## src/verilog/odsr_pkg.sv

```systemverilog
package odsr_pkg;

  // Command codes of the two scale registers.
  localparam logic [7:0]  ODSR_CODE_LOOP    = 8'h29;
  localparam logic [7:0]  ODSR_CODE_MONITOR = 8'h2a;

  // Fixed field layout of both words.
  localparam logic [4:0]  ODSR_EXPONENT     = 5'h1d;
  localparam int          ODSR_EXP_LSB      = 11;
  localparam int          ODSR_MANT_MSB     = 3;
  localparam logic [6:0]  ODSR_UNUSED_BITS  = 7'h00;

  // Mantissa values that matter to the hardware.
  localparam logic [3:0]  ODSR_MANT_EXTERNAL = 4'h8;
  localparam logic [3:0]  ODSR_MANT_RESET    = 4'h8;
  localparam logic [15:0] ODSR_READ_RESET    = 16'h0000;

  // Quantization thresholds: below 2, below 4, below 8.
  localparam logic [3:0]  ODSR_LIMIT_QUARTER = 4'h2;
  localparam logic [3:0]  ODSR_LIMIT_HALF    = 4'h4;
  localparam logic [3:0]  ODSR_LIMIT_UNITY   = 4'h8;

  // Applied divider gain codes.
  typedef enum logic [1:0] {
    ODSR_GAIN_EIGHTH  = 2'h0,
    ODSR_GAIN_QUARTER = 2'h1,
    ODSR_GAIN_HALF    = 2'h2,
    ODSR_GAIN_UNITY   = 2'h3
  } odsr_gain_type;

  // Canonical mantissa restored for a saved gain: 1, 2, 4 or 8.
  function automatic logic [3:0] odsr_canonical(input logic [1:0] gain);
    logic [3:0] mant;
    mant = 4'h1;
    case (gain)
      2'h0:    mant = 4'h1;
      2'h1:    mant = 4'h2;
      2'h2:    mant = 4'h4;
      default: mant = 4'h8;
    endcase
    return mant;
  endfunction

endpackage

```

## src/verilog/odsr_gain_quant.sv

```systemverilog
`timescale 1ns/100ps
module odsr_gain_quant
  import odsr_pkg::*;
(
  input  wire logic [3:0]    i_mantissa,
  output odsr_gain_type      o_gain
);

  // Rounds any stored mantissa down onto a supported divider gain step; 0 and 1 both give eighth.
  always_comb begin
    if (i_mantissa < ODSR_LIMIT_QUARTER) begin
      o_gain = ODSR_GAIN_EIGHTH;
    end else if (i_mantissa < ODSR_LIMIT_HALF) begin
      o_gain = ODSR_GAIN_QUARTER;
    end else if (i_mantissa < ODSR_LIMIT_UNITY) begin
      o_gain = ODSR_GAIN_HALF;
    end else begin
      o_gain = ODSR_GAIN_UNITY;
    end
  end

endmodule

```

## src/verilog/odsr_scale_regs.sv

```systemverilog
`timescale 1ns/100ps
module odsr_scale_regs
  import odsr_pkg::*;
(
  input  wire logic          i_sys_clk,
  input  wire logic          i_reset,
  input  wire logic          i_cmd_valid,
  input  wire logic          i_cmd_write,
  input  wire logic [7:0]    i_cmd_code,
  input  wire logic [15:0]   i_wr_data,
  input  wire logic          i_feedback_config_strap,
  input  wire logic          i_output_enabled,
  input  wire logic          i_strap_override_bit,
  input  wire logic          i_pin_load,
  input  wire logic [3:0]    i_voltage_select_pin_mantissa,
  input  wire logic          i_nvm_restore,
  input  wire logic [1:0]    i_nvm_loop_gain,
  input  wire logic [1:0]    i_nvm_monitor_gain,
  output logic [15:0]        o_rd_data,
  output logic               o_rd_valid,
  output logic               o_wr_ack,
  output logic               o_cmd_nack,
  output logic [1:0]         o_loop_divider_gain,
  output logic [1:0]         o_monitor_scale_gain
);

  // Stored mantissas; the monitor one keeps its own value while not in use, the loop one is forced to 8 under the strap.
  // Both reset to 8, unity gain, until pin detection or NVM loads them.
  logic [3:0]    loop_mantissa;
  logic [3:0]    monitor_mantissa;
  // Command decode of the presented word command.
  logic          hit_loop;
  logic          hit_monitor;
  logic          hit_mapped;
  logic          cmd_read;
  logic          cmd_write;
  // Write permission and the strobes that follow from it.
  logic          loop_write_ok;
  logic          monitor_write_ok;
  logic          loop_write;
  logic          monitor_write;
  logic          write_refused;
  // Load requests from pin detection and from NVM.
  logic          pin_load_take;
  logic          nvm_restore_take;
  // Read side and quantizer connections; entry 0 is the loop path, entry 1 the monitor path.
  logic [3:0]    monitor_view;
  logic [15:0]   read_word;
  logic [3:0]    quant_mantissa [2];
  odsr_gain_type quant_gain [2];

  // Command decode; only the two scale codes are mapped here.
  // Codes outside the pair are refused on reads and writes alike.
  assign hit_loop    = i_cmd_code == ODSR_CODE_LOOP;
  assign hit_monitor = i_cmd_code == ODSR_CODE_MONITOR;
  assign hit_mapped  = hit_loop || hit_monitor;
  assign cmd_read    = i_cmd_valid && !i_cmd_write;
  assign cmd_write   = i_cmd_valid && i_cmd_write;

  // The loop word sets the internal divider, so changing it under load would step
  // the output voltage; it is therefore writable only with the rail off.
  assign loop_write_ok    = !i_feedback_config_strap && !i_output_enabled;
  // The monitor word only scales readback; it is writable only while the external divider strap is set.
  assign monitor_write_ok = i_feedback_config_strap;

  // Accepted and refused write strobes.
  assign loop_write    = cmd_write && hit_loop && loop_write_ok;
  assign monitor_write = cmd_write && hit_monitor && monitor_write_ok;
  assign write_refused = cmd_write &&
                         ((hit_loop && !loop_write_ok) ||
                          (hit_monitor && !monitor_write_ok));

  // Pin detection feeds the monitor mantissa, and the loop one while the strap is clear, unless the override hands them to NVM.
  assign pin_load_take    = i_pin_load && !i_strap_override_bit;
  // An NVM restore only counts once the override bit selects NVM as the source.
  // It writes the canonical mantissa of the saved gain, not a raw value.
  assign nvm_restore_take = i_nvm_restore && i_strap_override_bit;

  // Monitor word mirrors the loop word while the internal divider is used; the
  // stored monitor value is kept underneath for when the strap changes.
  assign monitor_view = i_feedback_config_strap ? monitor_mantissa : loop_mantissa;

  // Read word of the addressed register; fixed exponent and zero filler around the mantissa.
  // The default branch keeps the word defined for codes that are never read.
  always_comb begin
    read_word = ODSR_READ_RESET;
    case (i_cmd_code)
      ODSR_CODE_LOOP: begin
        read_word = {ODSR_EXPONENT, ODSR_UNUSED_BITS, loop_mantissa};
      end
      ODSR_CODE_MONITOR: begin
        read_word = {ODSR_EXPONENT, ODSR_UNUSED_BITS, monitor_view};
      end
      default: begin
        read_word = ODSR_READ_RESET;
      end
    endcase
  end

  // Loop mantissa: strap force first, then pin or NVM load, then a permitted host write.
  // The strap force wins even over a load, so an external divider always sees 8.
  // A refused write falls through every branch and leaves the value alone.
  always_ff @(posedge i_sys_clk or posedge i_reset) begin
    if (i_reset) begin
      loop_mantissa <= ODSR_MANT_RESET;
    end else if (i_feedback_config_strap) begin
      loop_mantissa <= ODSR_MANT_EXTERNAL;
    end else if (pin_load_take) begin
      loop_mantissa <= i_voltage_select_pin_mantissa;
    end else if (nvm_restore_take) begin
      loop_mantissa <= odsr_canonical(i_nvm_loop_gain);
    end else if (loop_write) begin
      loop_mantissa <= i_wr_data[ODSR_MANT_MSB:0];
    end
  end

  // Monitor mantissa: pin or NVM load, then a permitted host write.
  // No strap force here: an external divider is exactly when the host owns it.
  always_ff @(posedge i_sys_clk or posedge i_reset) begin
    if (i_reset) begin
      monitor_mantissa <= ODSR_MANT_RESET;
    end else if (pin_load_take) begin
      monitor_mantissa <= i_voltage_select_pin_mantissa;
    end else if (nvm_restore_take) begin
      monitor_mantissa <= odsr_canonical(i_nvm_monitor_gain);
    end else if (monitor_write) begin
      monitor_mantissa <= i_wr_data[ODSR_MANT_MSB:0];
    end
  end

  // Read strobe pulses for one cycle, one cycle after the request.
  // Unmapped reads are answered by the refusal strobe instead.
  always_ff @(posedge i_sys_clk or posedge i_reset) begin
    if (i_reset) begin
      o_rd_valid <= 1'b0;
    end else begin
      o_rd_valid <= cmd_read && hit_mapped;
    end
  end

  // Read data is captured with the strobe and holds until the next read of a scale code.
  always_ff @(posedge i_sys_clk or posedge i_reset) begin
    if (i_reset) begin
      o_rd_data <= ODSR_READ_RESET;
    end else if (cmd_read && hit_mapped) begin
      o_rd_data <= read_word;
    end
  end

  // Write acknowledge, one cycle after an accepted write.
  // Back-to-back commands each get their own strobe; nothing is queued.
  always_ff @(posedge i_sys_clk or posedge i_reset) begin
    if (i_reset) begin
      o_wr_ack <= 1'b0;
    end else begin
      o_wr_ack <= loop_write || monitor_write;
    end
  end

  // Refusal, one cycle after an unmapped code or a write that is not permitted.
  // A refusal leaves storage alone; the host sees it as a one-cycle pulse.
  always_ff @(posedge i_sys_clk or posedge i_reset) begin
    if (i_reset) begin
      o_cmd_nack <= 1'b0;
    end else begin
      o_cmd_nack <= (i_cmd_valid && !hit_mapped) || write_refused;
    end
  end

  // Quantizer inputs: the loop mantissa and the mantissa the monitor path uses.
  // Entry 1 sees the mirrored loop value while the internal divider is used.
  assign quant_mantissa[0] = loop_mantissa;
  assign quant_mantissa[1] = monitor_view;

  // One quantizer per scale register maps any stored mantissa onto its gain step.
  // The thresholds live in the quantizer so both paths share one mapping.
  generate
    for (genvar entry = 0; entry < 2; entry++) begin : gen_quant
      odsr_gain_quant odsr_gain_quant_inst (
        .i_mantissa (quant_mantissa[entry]),
        .o_gain     (quant_gain[entry])
      );
    end
  endgenerate

  // Applied loop gain, registered so the divider select never glitches on a write.
  // After reset it shows unity, matching the reset mantissa of 8.
  always_ff @(posedge i_sys_clk or posedge i_reset) begin
    if (i_reset) begin
      o_loop_divider_gain <= ODSR_GAIN_UNITY;
    end else begin
      o_loop_divider_gain <= quant_gain[0];
    end
  end

  // Applied readback gain; a permitted monitor write reaches it two edges later.
  // While the internal divider is in use it follows the loop gain exactly.
  always_ff @(posedge i_sys_clk or posedge i_reset) begin
    if (i_reset) begin
      o_monitor_scale_gain <= ODSR_GAIN_UNITY;
    end else begin
      o_monitor_scale_gain <= quant_gain[1];
    end
  end

endmodule

```

## config.mk

```make
export PLATFORM = sky130hd
export DESIGN_NAME = odsr_scale_regs
export DESIGN_NICKNAME = d
export VERILOG_FILES = /design/src/verilog/odsr_pkg.sv /design/src/verilog/odsr_gain_quant.sv /design/src/verilog/odsr_scale_regs.sv
export SDC_FILE = /design/constraint.sdc
export NUM_CORES = 1
export LEC_CHECK = 0
export BUFFER_PORTS_ARGS = -buffer_cell sky130_fd_sc_hd__buf_2
export CAP_MARGIN = 40
export CORE_MARGIN = 10
export CORE_UTILIZATION = 36
export DETAILED_ROUTE_END_ITERATION = 12
export GPL_TIMING_DRIVEN = 0
export PLACE_DENSITY = 0.65
export SYNTH_ARGS = -nofsm -noshare
export SYNTH_HDL_FRONTEND = slang
export SYNTH_SLANG_ARGS = --single-unit
```

## constraint.sdc

```tcl
create_clock -name i_sys_clk -period 2.55 [get_ports i_sys_clk]
set_input_delay 0.51 -clock i_sys_clk [delete_from_list [all_inputs] [get_ports i_sys_clk]]
set_output_delay 0.51 -clock i_sys_clk [all_outputs]
set_load 0.05 [all_outputs]
```

# Word level (Yosys, flattened, before mapping)
# Index checks and enable logic that the tools add are counted.
[classes]
n_lt_le_gt_ge = 6
n_mux = 17
eq_ne = 6
reduce_logical = 28
[ops]
columns = ["op", "count"]
rows = [
  ["$mux W4", 8],
  ["$pmux W16 S2", 1],
  ["$pmux W4 S3", 2],
  ["$eq A8 B6 Y1 const B", 2],
  ["$logic_and A1 B1 Y1", 14],
  ["$lt A4 B2 Y1 const B", 2],
  ["$lt A4 B3 Y1 const B", 2],
  ["$lt A4 B4 Y1 const B", 2],
  ["$mux W2", 4],
  ["$logic_not A1 Y1", 6],
  ["$eq A2 B1 Y1 const B", 2],
  ["$eq A2 B2 Y1 const B", 2],
  ["$logic_not A2 Y1", 2],
  ["$logic_or A1 B1 Y1", 4],
  ["$reduce_bool A4 Y1", 1],
  ["$reduce_bool A3 Y1", 1],
  ["$mux W1", 2],
]
[word_totals]
out_inout_bits = 23
regBits = 31
input_bits = 41
elab_cells = 65

# Logic depth before layout (Yosys ltp)
# Gate-level depths: netlist of run 1.
[depth]
ltp_word = 7
depth_mapped = 5
depth_no_buf = 4

# Cells and area by module
# From an unflattened synthesis of run 1, not the netlist that was laid out.
[unflattened]
hier_cells = 111
hier_area_um2 = 1213.7
[by_module_without_submodules]
columns = ["module", "area_each_um2", "seq_area_each_um2", "cells_each", "instances"]
rows = [
  ["odsr_scale_regs", 1178.6, 508.0, 105, 1],
  ["odsr_gain_quant", 17.5, 0.0, 3, 2],
]

# Least setup slack after synthesis of run 1
# Ideal clock, no wire load.
[synth_path]
kind = "input-to-reg"
from = "in i_cmd_code[4]"
to = "reg o_rd_data[0]"
t_arrival_ps = 1732
n_path_buf = 1
t_required_ps = 2425
cell_stages = 5
path_slack_ps = 693
cell_sequence = "and4bb_1 -> nand2_1 -> or4b_1 -> buf_6 -> mux2_4"
[synth_between]
elab_chain_cells = 3
elab_cells_between_ends = 5
[synth_rtl]
columns = ["element", "line", "source"]
rows = [
  ["start, declared", "odsr_scale_regs.sv:9", "input wire logic [7:0] i_cmd_code,"],
  ["parallel branches: the longest is 3 deep, another holds $pmux W16 S2", "n/a", ""],
  ["end signal, assigned", "odsr_scale_regs.sv:146", "o_rd_data <= read_word;"],
  ["end, declared", "odsr_scale_regs.sv:19", "output logic [15:0] o_rd_data,"],
]
# Parallel ways; which one is timed is not known.
# A chain may end at the register's enable or synchronous reset.

# Worst setup path after layout of run 1
[layout_path]
from = "in i_cmd_code[4]"
to = "reg loop_mantissa[1]"
[layout_between]
elab_chain_cells = 4
[layout_rtl]
columns = ["element", "line", "source"]
rows = [
  ["$eq A8 B6 Y1", "odsr_scale_regs.sv:54", "assign hit_loop = i_cmd_code == ODSR_CODE_LOOP;"],
  ["$logic_and A1 B1 Y1 (2 in a row)", "odsr_scale_regs.sv:67", "assign loop_write = cmd_write && hit_loop && loop_write_ok;"],
  ["$reduce_bool A4 Y1 (no source line)", "n/a", ""],
  ["end signal, assigned", "odsr_scale_regs.sv:109", "loop_mantissa <= i_voltage_select_pin_mantissa;"],
  ["end signal, assigned", "odsr_scale_regs.sv:111", "loop_mantissa <= odsr_canonical(i_nvm_loop_gain);"],
  ["end signal, assigned", "odsr_scale_regs.sv:113", "loop_mantissa <= i_wr_data[ODSR_MANT_MSB:0];"],
  ["end, declared", "odsr_scale_regs.sv:29", "logic [3:0] loop_mantissa;"],
]
# Every way passes these cells.

==> results of run 1 <==
-- cells by family (layout without fill, tap and decap cells) --
family / Yosys count / count (layout)
DFF: 20 / 20
muxes: 15 / 15
and+or+nand+nor: 38 / 38
buffers and inverters: 23 / 68
other: 1 / 8
AOI/OAI and AO/OA: 26 / 26
-- power by group --
| part | switching, W | internal, W |
|---|---|---|
| Sequential | 0.0000174 | 0.000355 |
| Combinational | 0.000159 | 0.0000873 |
| Clock | 0.0000940 | 0.0000872 |
-- area by class of cell --
cell class / count / area [um2]
Buffer: 17 / 113
Clock buffer: 4 / 36.3
Fill cell: 339 / 1770
Inverter: 6 / 22.5
Multi-Input combinational cell: 87 / 624
Sequential cell: 20 / 508
Tap cell: 46 / 57.6
Timing Repair Buffer: 41 / 205
-- registers in the layout, summed over array words and instances, names as in the netlist --
name / flops
o_rd_valid: 1
o_monitor_scale_gain: 2
o_loop_divider_gain: 2
o_cmd_nack: 1
monitor_mantissa: 4
o_wr_ack: 1
loop_mantissa: 4
o_rd_data: 5
-- layout by cell type (no fill, tap or decap), drive strengths merged, types with 5 or more instances in the layout --
| cell | n |
|---|---|
| a21oi | 5 |
| inv | 6 |
| mux2i | 6 |
| nand2b | 6 |
| conb | 8 |
| mux2 | 9 |
| nor2 | 5 |
| nand2 | 5 |
| buf | 53 |
| dfrtp | 14 |
| dfstp | 6 |
| clkbuf | 9 |
-- worst paths after layout --
| kind | from | end | slack (ns) | depth (start not counted) |
|---|---|---|---|---|
| hold / removal | i_reset | o_rd_data[3]$_DFFE_PP0P_ | 0.31 | 2 |
| max in group asynchronous | i_reset | loop_mantissa[0]$_DFFE_PP0P_ | 1.79 | 2 |
| setup / recovery | i_cmd_code[4] | loop_mantissa[1]$_DFFE_PP0P_ | 0.81 | 5 |
| setup reg to reg | loop_mantissa[1]$_DFFE_PP0P_ | o_rd_data[1]$_DFFE_PP0P_ | 1.49 | 3 |
| min in group i_sys_clk | i_cmd_valid | o_cmd_nack$_DFF_PP0_ | 0.44 | 2 |
| hold reg to reg | loop_mantissa[3]$_DFFE_PP1P_ | loop_mantissa[3]$_DFFE_PP1P_ | 0.52 | 2 |
-- routing by layer --
layer  routed length, um  global-route usage [%]
met5                   0                       0
met4                  52                    4.84
met3                 267                    3.94
met2                1430                    16.7
met1                1200                    10.3
-- worst reg2reg max path, delay by kind of cell (launching register included) --
kind / cells / cell delay, ns
compound gates: 1 / 0.11
mux: 2 / 0.41
flops: 1 / 0.44
-- through the flow --
stage	util, %	cell area, um2
floorplan	-	1270
detailed placement	45.9	1530
global placement	45.9	1530
global route	46.9	1570
finish	46.9	1570
CTS	46.9	1570
==> out/results.ini, run 1 <==
[place]
place_ws_ns=0.476
dp_hpwl_mm=2.53
io_buffers=41
dp_cells=217
place_congestion=0.795

[routing]
wl_per_cell_um=13.4
viasPerCell=4.69
drc=0
vias=1037
final_antenna_net_count=0
first_iter_violations=62
drt-total-wl_mm=2.95
dr.pass1.iters=5

[synth]
synth_top_family_by_area=simple AND/OR/NAND/NOR gates
synthXorXnorAreaFrac_pct=0
yosysWarnings=0
ys_types=37
synth_seq_cells=20
yosys.area_share.adder_pct=0
avgSynthCellArea_um2=10.1
synth_common_cells=dfrtp_1 (14), buf_4 (11)
synth-simple-area-share_pct=18.7
synth_ff_type=dfrtp_1
synth_top_cell_area_share_pct=28.2
synth_area_um2=1240
synth.mux.area_fraction_pct=14.2
synth_edf_count=0
synth_top_cells_by_area=dfrtp_1 (28%), dfstp_2 (13%), buf_4 (6.7%), mux2i_1 (4.8%), mux2_4 (4.8%)
synth_cells=123
synth_compound_area_share_pct=14.9
async_flop_share_pct=100
yosysSeqAreaShare_pct=40.9
yosysMostFrequentCell=dfrtp_1
yosys.area.top_type=dfrtp_1

[setup_path]
critPathTopFamily=compound AO/OA/AOI/OAI gates
end_kind=flop
crit_buf_inv=1
arrival_ns=1.93
path_cells=buf_2 -> and4bb_1 -> nand4_1 -> o311ai_2 -> mux2_2
worst_setup_path_start_kind=input port
critPathMaxFanout=4
crit_slowest_cell=o311ai_2
required_ns=2.75
max_stage_delay_ns=0.49
crit_type=input port to flop

[die]
die_area_um2=6200
die_w_um=78.7
initial_core_util_pct=37.2
rows=21
die_h_um=78.7
ios=64
core-area_um2=3340

[clock_network]
post_cts_buffers=0
clock_path_buffers=2
cts.sinks=20
clk_latency_ns=0.30
cts_made_buffers=3
clk_pin_slew_ns=0.11
htree_levels=1
postCtsHoldBufs=0
cts_resized=0
cts_tree=done
cts-root-buf=clkbuf_4

[sta]
setup_slack_ns=0.811
fin_setup_tns_ns=0
relSlewSlack_pct=52.0
tightest_slew_ns=0.720
hold_viol_final=0
grt_setup_unrepaired=false
whs_ns=0.309
min_period_over_period_pct=68.2
slew_viol_final=0
setup_viol=0
worst_clock_skew_ns=0.00115
fmax_mhz=575
period_needed_ns=1.74

[power_and_ir_drop]
ir_worst_vdd_mv=0.129
p_leak_nw=0.806
power_w=0.000800
powerDensity_nw_per_um2=511

[global_routing]
grt_overflow=0
grt_pass1_vias=1086
track_usage_pct=9.78
antenna_found_initial=0
grt_pass1_wl_mm=4.95
grt_max_degree=21

[final_layout]
layoutNonFillerInstCount=221
synthToLayoutAreaGrowth_pct=26.2
nNetsFinal=217
layout-drive-gt1-share_pct=42.9
antenna_cells=0

[flow_run]
maxCapViolCount=0

[run_status]
status=finished clean

[worst_hold_path]
hold_path_class=input port to asynchronous set/reset pin

(Power assumes the default switching activity.)
==> run 2: changes to the inputs <==
PLACE_DENSITY = 0.67   (was 0.65)
clock period = 1.48 ns   (was 2.55 ns; I/O delays follow)
==> run 2 against run 1 <==
Largest cell class unchanged. Flip-flop and latch count unchanged. First-iteration DRC count is 35% lower. Non-clock buffer count is 1 higher. Critical path type unchanged. Sequential share of layout area shrank 1.0 points. Via count is 1.6% higher. Register-to-register slack worse by 1.1 ns. Sequential power is 72% higher. Hold slack lost 0.23 ns. Critical path depth up 1. Cell area rose by 3.3%.
==> out/results.ini, run 2 (synthesis results as in run 1) <==
[global_routing]
antenna_found_initial=0  ; unchanged
grt_overflow=0  ; unchanged
track_usage_pct=9.95  ; +0.17 points
grt_pass1_vias=1129  ; +4.0%
grt_max_degree=21  ; unchanged
grt_pass1_wl_mm=5.17  ; +4.3%

[sta]
worst_clock_skew_ns=0.00402  ; +0.00287 ns
relSlewSlack_pct=52.3  ; +0.37 points
fin_setup_tns_ns=0  ; unchanged
fmax_mhz=684
grt_setup_unrepaired=true
hold_viol_final=0  ; unchanged
slew_viol_final=0  ; unchanged
tightest_slew_ns=0.714  ; -0.00554 ns
period_needed_ns=1.46
min_period_over_period_pct=98.8
setup_viol=0  ; unchanged

[setup_path]
crit_slowest_cell=or4b_1
critPathTopFamily=simple AND/OR/NAND/NOR gates
critPathMaxFanout=6  ; +2
worst_setup_path_start_kind=input port
crit_buf_inv=2  ; +1
required_ns=1.68  ; -1.07 ns
arrival_ns=1.66  ; -0.27 ns
crit_type=input port to flop
path_cells=buf_6 -> and4bb_1 -> nand2_1 -> or4b_1 -> buf_6 -> mux2_4
max_stage_delay_ns=0.48  ; about the same
end_kind=flop
cpMostUsedCell=buf_6

[power_and_ir_drop]
p_leak_nw=0.833  ; +3.4%
ir_worst_vdd_mv=0.326  ; +150%
power_w=0.00153  ; +91%
powerDensity_nw_per_um2=945  ; +85%

[die]
die_h_um=78.7  ; unchanged
die_area_um2=6200  ; unchanged
rows=21  ; unchanged
initial_core_util_pct=37.2  ; unchanged
die_w_um=78.7  ; unchanged
ios=64  ; unchanged
core-area_um2=3340  ; unchanged

[final_layout]
antenna_cells=0  ; unchanged
final_cell_mix=buf_2 (40), dfrtp_1 (14), buf_4 (12)
largest_reg_flops=5  ; unchanged
nNetsFinal=218  ; +0.46%
layout-drive-gt1-share_pct=43.8  ; +0.89 points
synthToLayoutAreaGrowth_pct=30.3
final_cell_area_um2=1620  ; +3.3%
fillers=346  ; +2.1%
reg_top3=o_rd_data (5), loop_mantissa (4), monitor_mantissa (4)
top_register=o_rd_data
final_common_cell=buf_2

[place]
place_congestion=0.802  ; +0.94%
place_area_um2=1550  ; +1.4%
dp_hpwl_mm=2.59  ; +2.5%
io_buffers=41  ; unchanged

[routing]
wl_met1_mm=1.29  ; +7.6%
top_layer=met4
viasPerCell=4.75  ; +1.2%
dr_wl_met3_um=295  ; +10%
dr_wl_met2_mm=1.52  ; +5.8%
first_iter_violations=40  ; -35%
drt-total-wl_mm=3.15  ; +6.6%
final_antenna_net_count=0  ; unchanged
wl_per_cell_um=14.2  ; +6.2%
vias=1054  ; +1.6%
drc=0  ; unchanged
dr.pass1.iters=4  ; -1

[clock_network]
cts.sinks=20  ; unchanged
clock_path_buffers=2  ; unchanged
clk_pin_slew_ns=0.11  ; about the same
cts_tree=done
cts-root-buf=clkbuf_4
postCtsHoldBufs=0  ; unchanged
htree_levels=1  ; unchanged
clk_latency_ns=0.31  ; about the same
cts_made_buffers=3  ; unchanged

[run_status]
status=finished clean

[worst_hold_path]
hold_path_class=input port to asynchronous set/reset pin

[flow_run]
maxCapViolCount=0  ; unchanged

run 2: cell types whose count changed in the layout (fill, tap and decap cells not counted), sizes merged:
cell and delta:
buf +1, bufinv +1, clkbuf -1
run 2: worst paths after layout:
| kind | slack (ns) | startpoint | to | depth (start not counted) |
|---|---|---|---|---|
| hold reg to reg | 0.52 | o_rd_data[2]$_DFFE_PP0P_ | o_rd_data[2]$_DFFE_PP0P_ | 1 |
| setup reg to reg | 0.37 | monitor_mantissa[2]$_DFFE_PP0P_ | o_rd_data[2]$_DFFE_PP0P_ | 3 |
| min in group i_sys_clk | 0.23 | i_cmd_valid | o_cmd_nack$_DFF_PP0_ | 2 |
| max in group asynchronous | 0.95 | i_reset | loop_mantissa[0]$_DFFE_PP0P_ | 2 |
| setup / recovery | 0.02 | i_cmd_code[4] | o_rd_data[0]$_DFFE_PP0P_ | 6 |
| hold / removal | 0.08 | i_reset | o_rd_data[14]$_DFFE_PP0P_ | 2 |
run 2: timing repair:
action,in CTS,in global routing
pin swaps,1,0
gates resized for setup,0,1
setup endpoints to repair,2,6
buffers inserted,0,1
gates cloned,0,0
endpoints found under the hold margin,0,0
run 2: layer usage:
layer	global-route usage, %	vias to the layer above
met1	10.6	472
met4	2.69	0
met2	18.1	50
met5	0	-
met3	3.60	9
li1	-	523
run 2: layout make-up:
| class | instances | area [um2] | share of cell area (%) |
|---|---|---|---|
| Tap cell | 46 | 57.6 | 3.56 |
| Clock inverter | 1 | 30.0 | 1.86 |
| Buffer | 17 | 113 | 6.96 |
| Timing Repair Buffer | 42 | 219 | 13.5 |
| Clock buffer | 3 | 22.5 | 1.39 |
| Inverter | 6 | 22.5 | 1.39 |
| Sequential cell | 20 | 508 | 31.4 |
| Multi-Input combinational cell | 87 | 646 | 39.9 |
run 2: power by group:
part           internal [W]  leakage (nW)  switching [W]
Combinational      0.000159         0.559       0.000283
Clock              0.000274        0.0279       0.000171
Sequential         0.000612         0.246      0.0000298
run 2: metrics by stage:
stage	utilization (%)	hold slack [ns]	worst slack, ns	std cells
3_3_place_gp	46.5	0.430	-0.331	217
6_report	48.5	0.0830	0.0180	222
4_1_cts	48.1	0.108	0.00888	221
5_1_grt	48.5	0.145	-0.0493	222
2_1_floorplan	-	0.255	-0.162	130
3_5_place_dp	46.5	0.446	-0.353	217
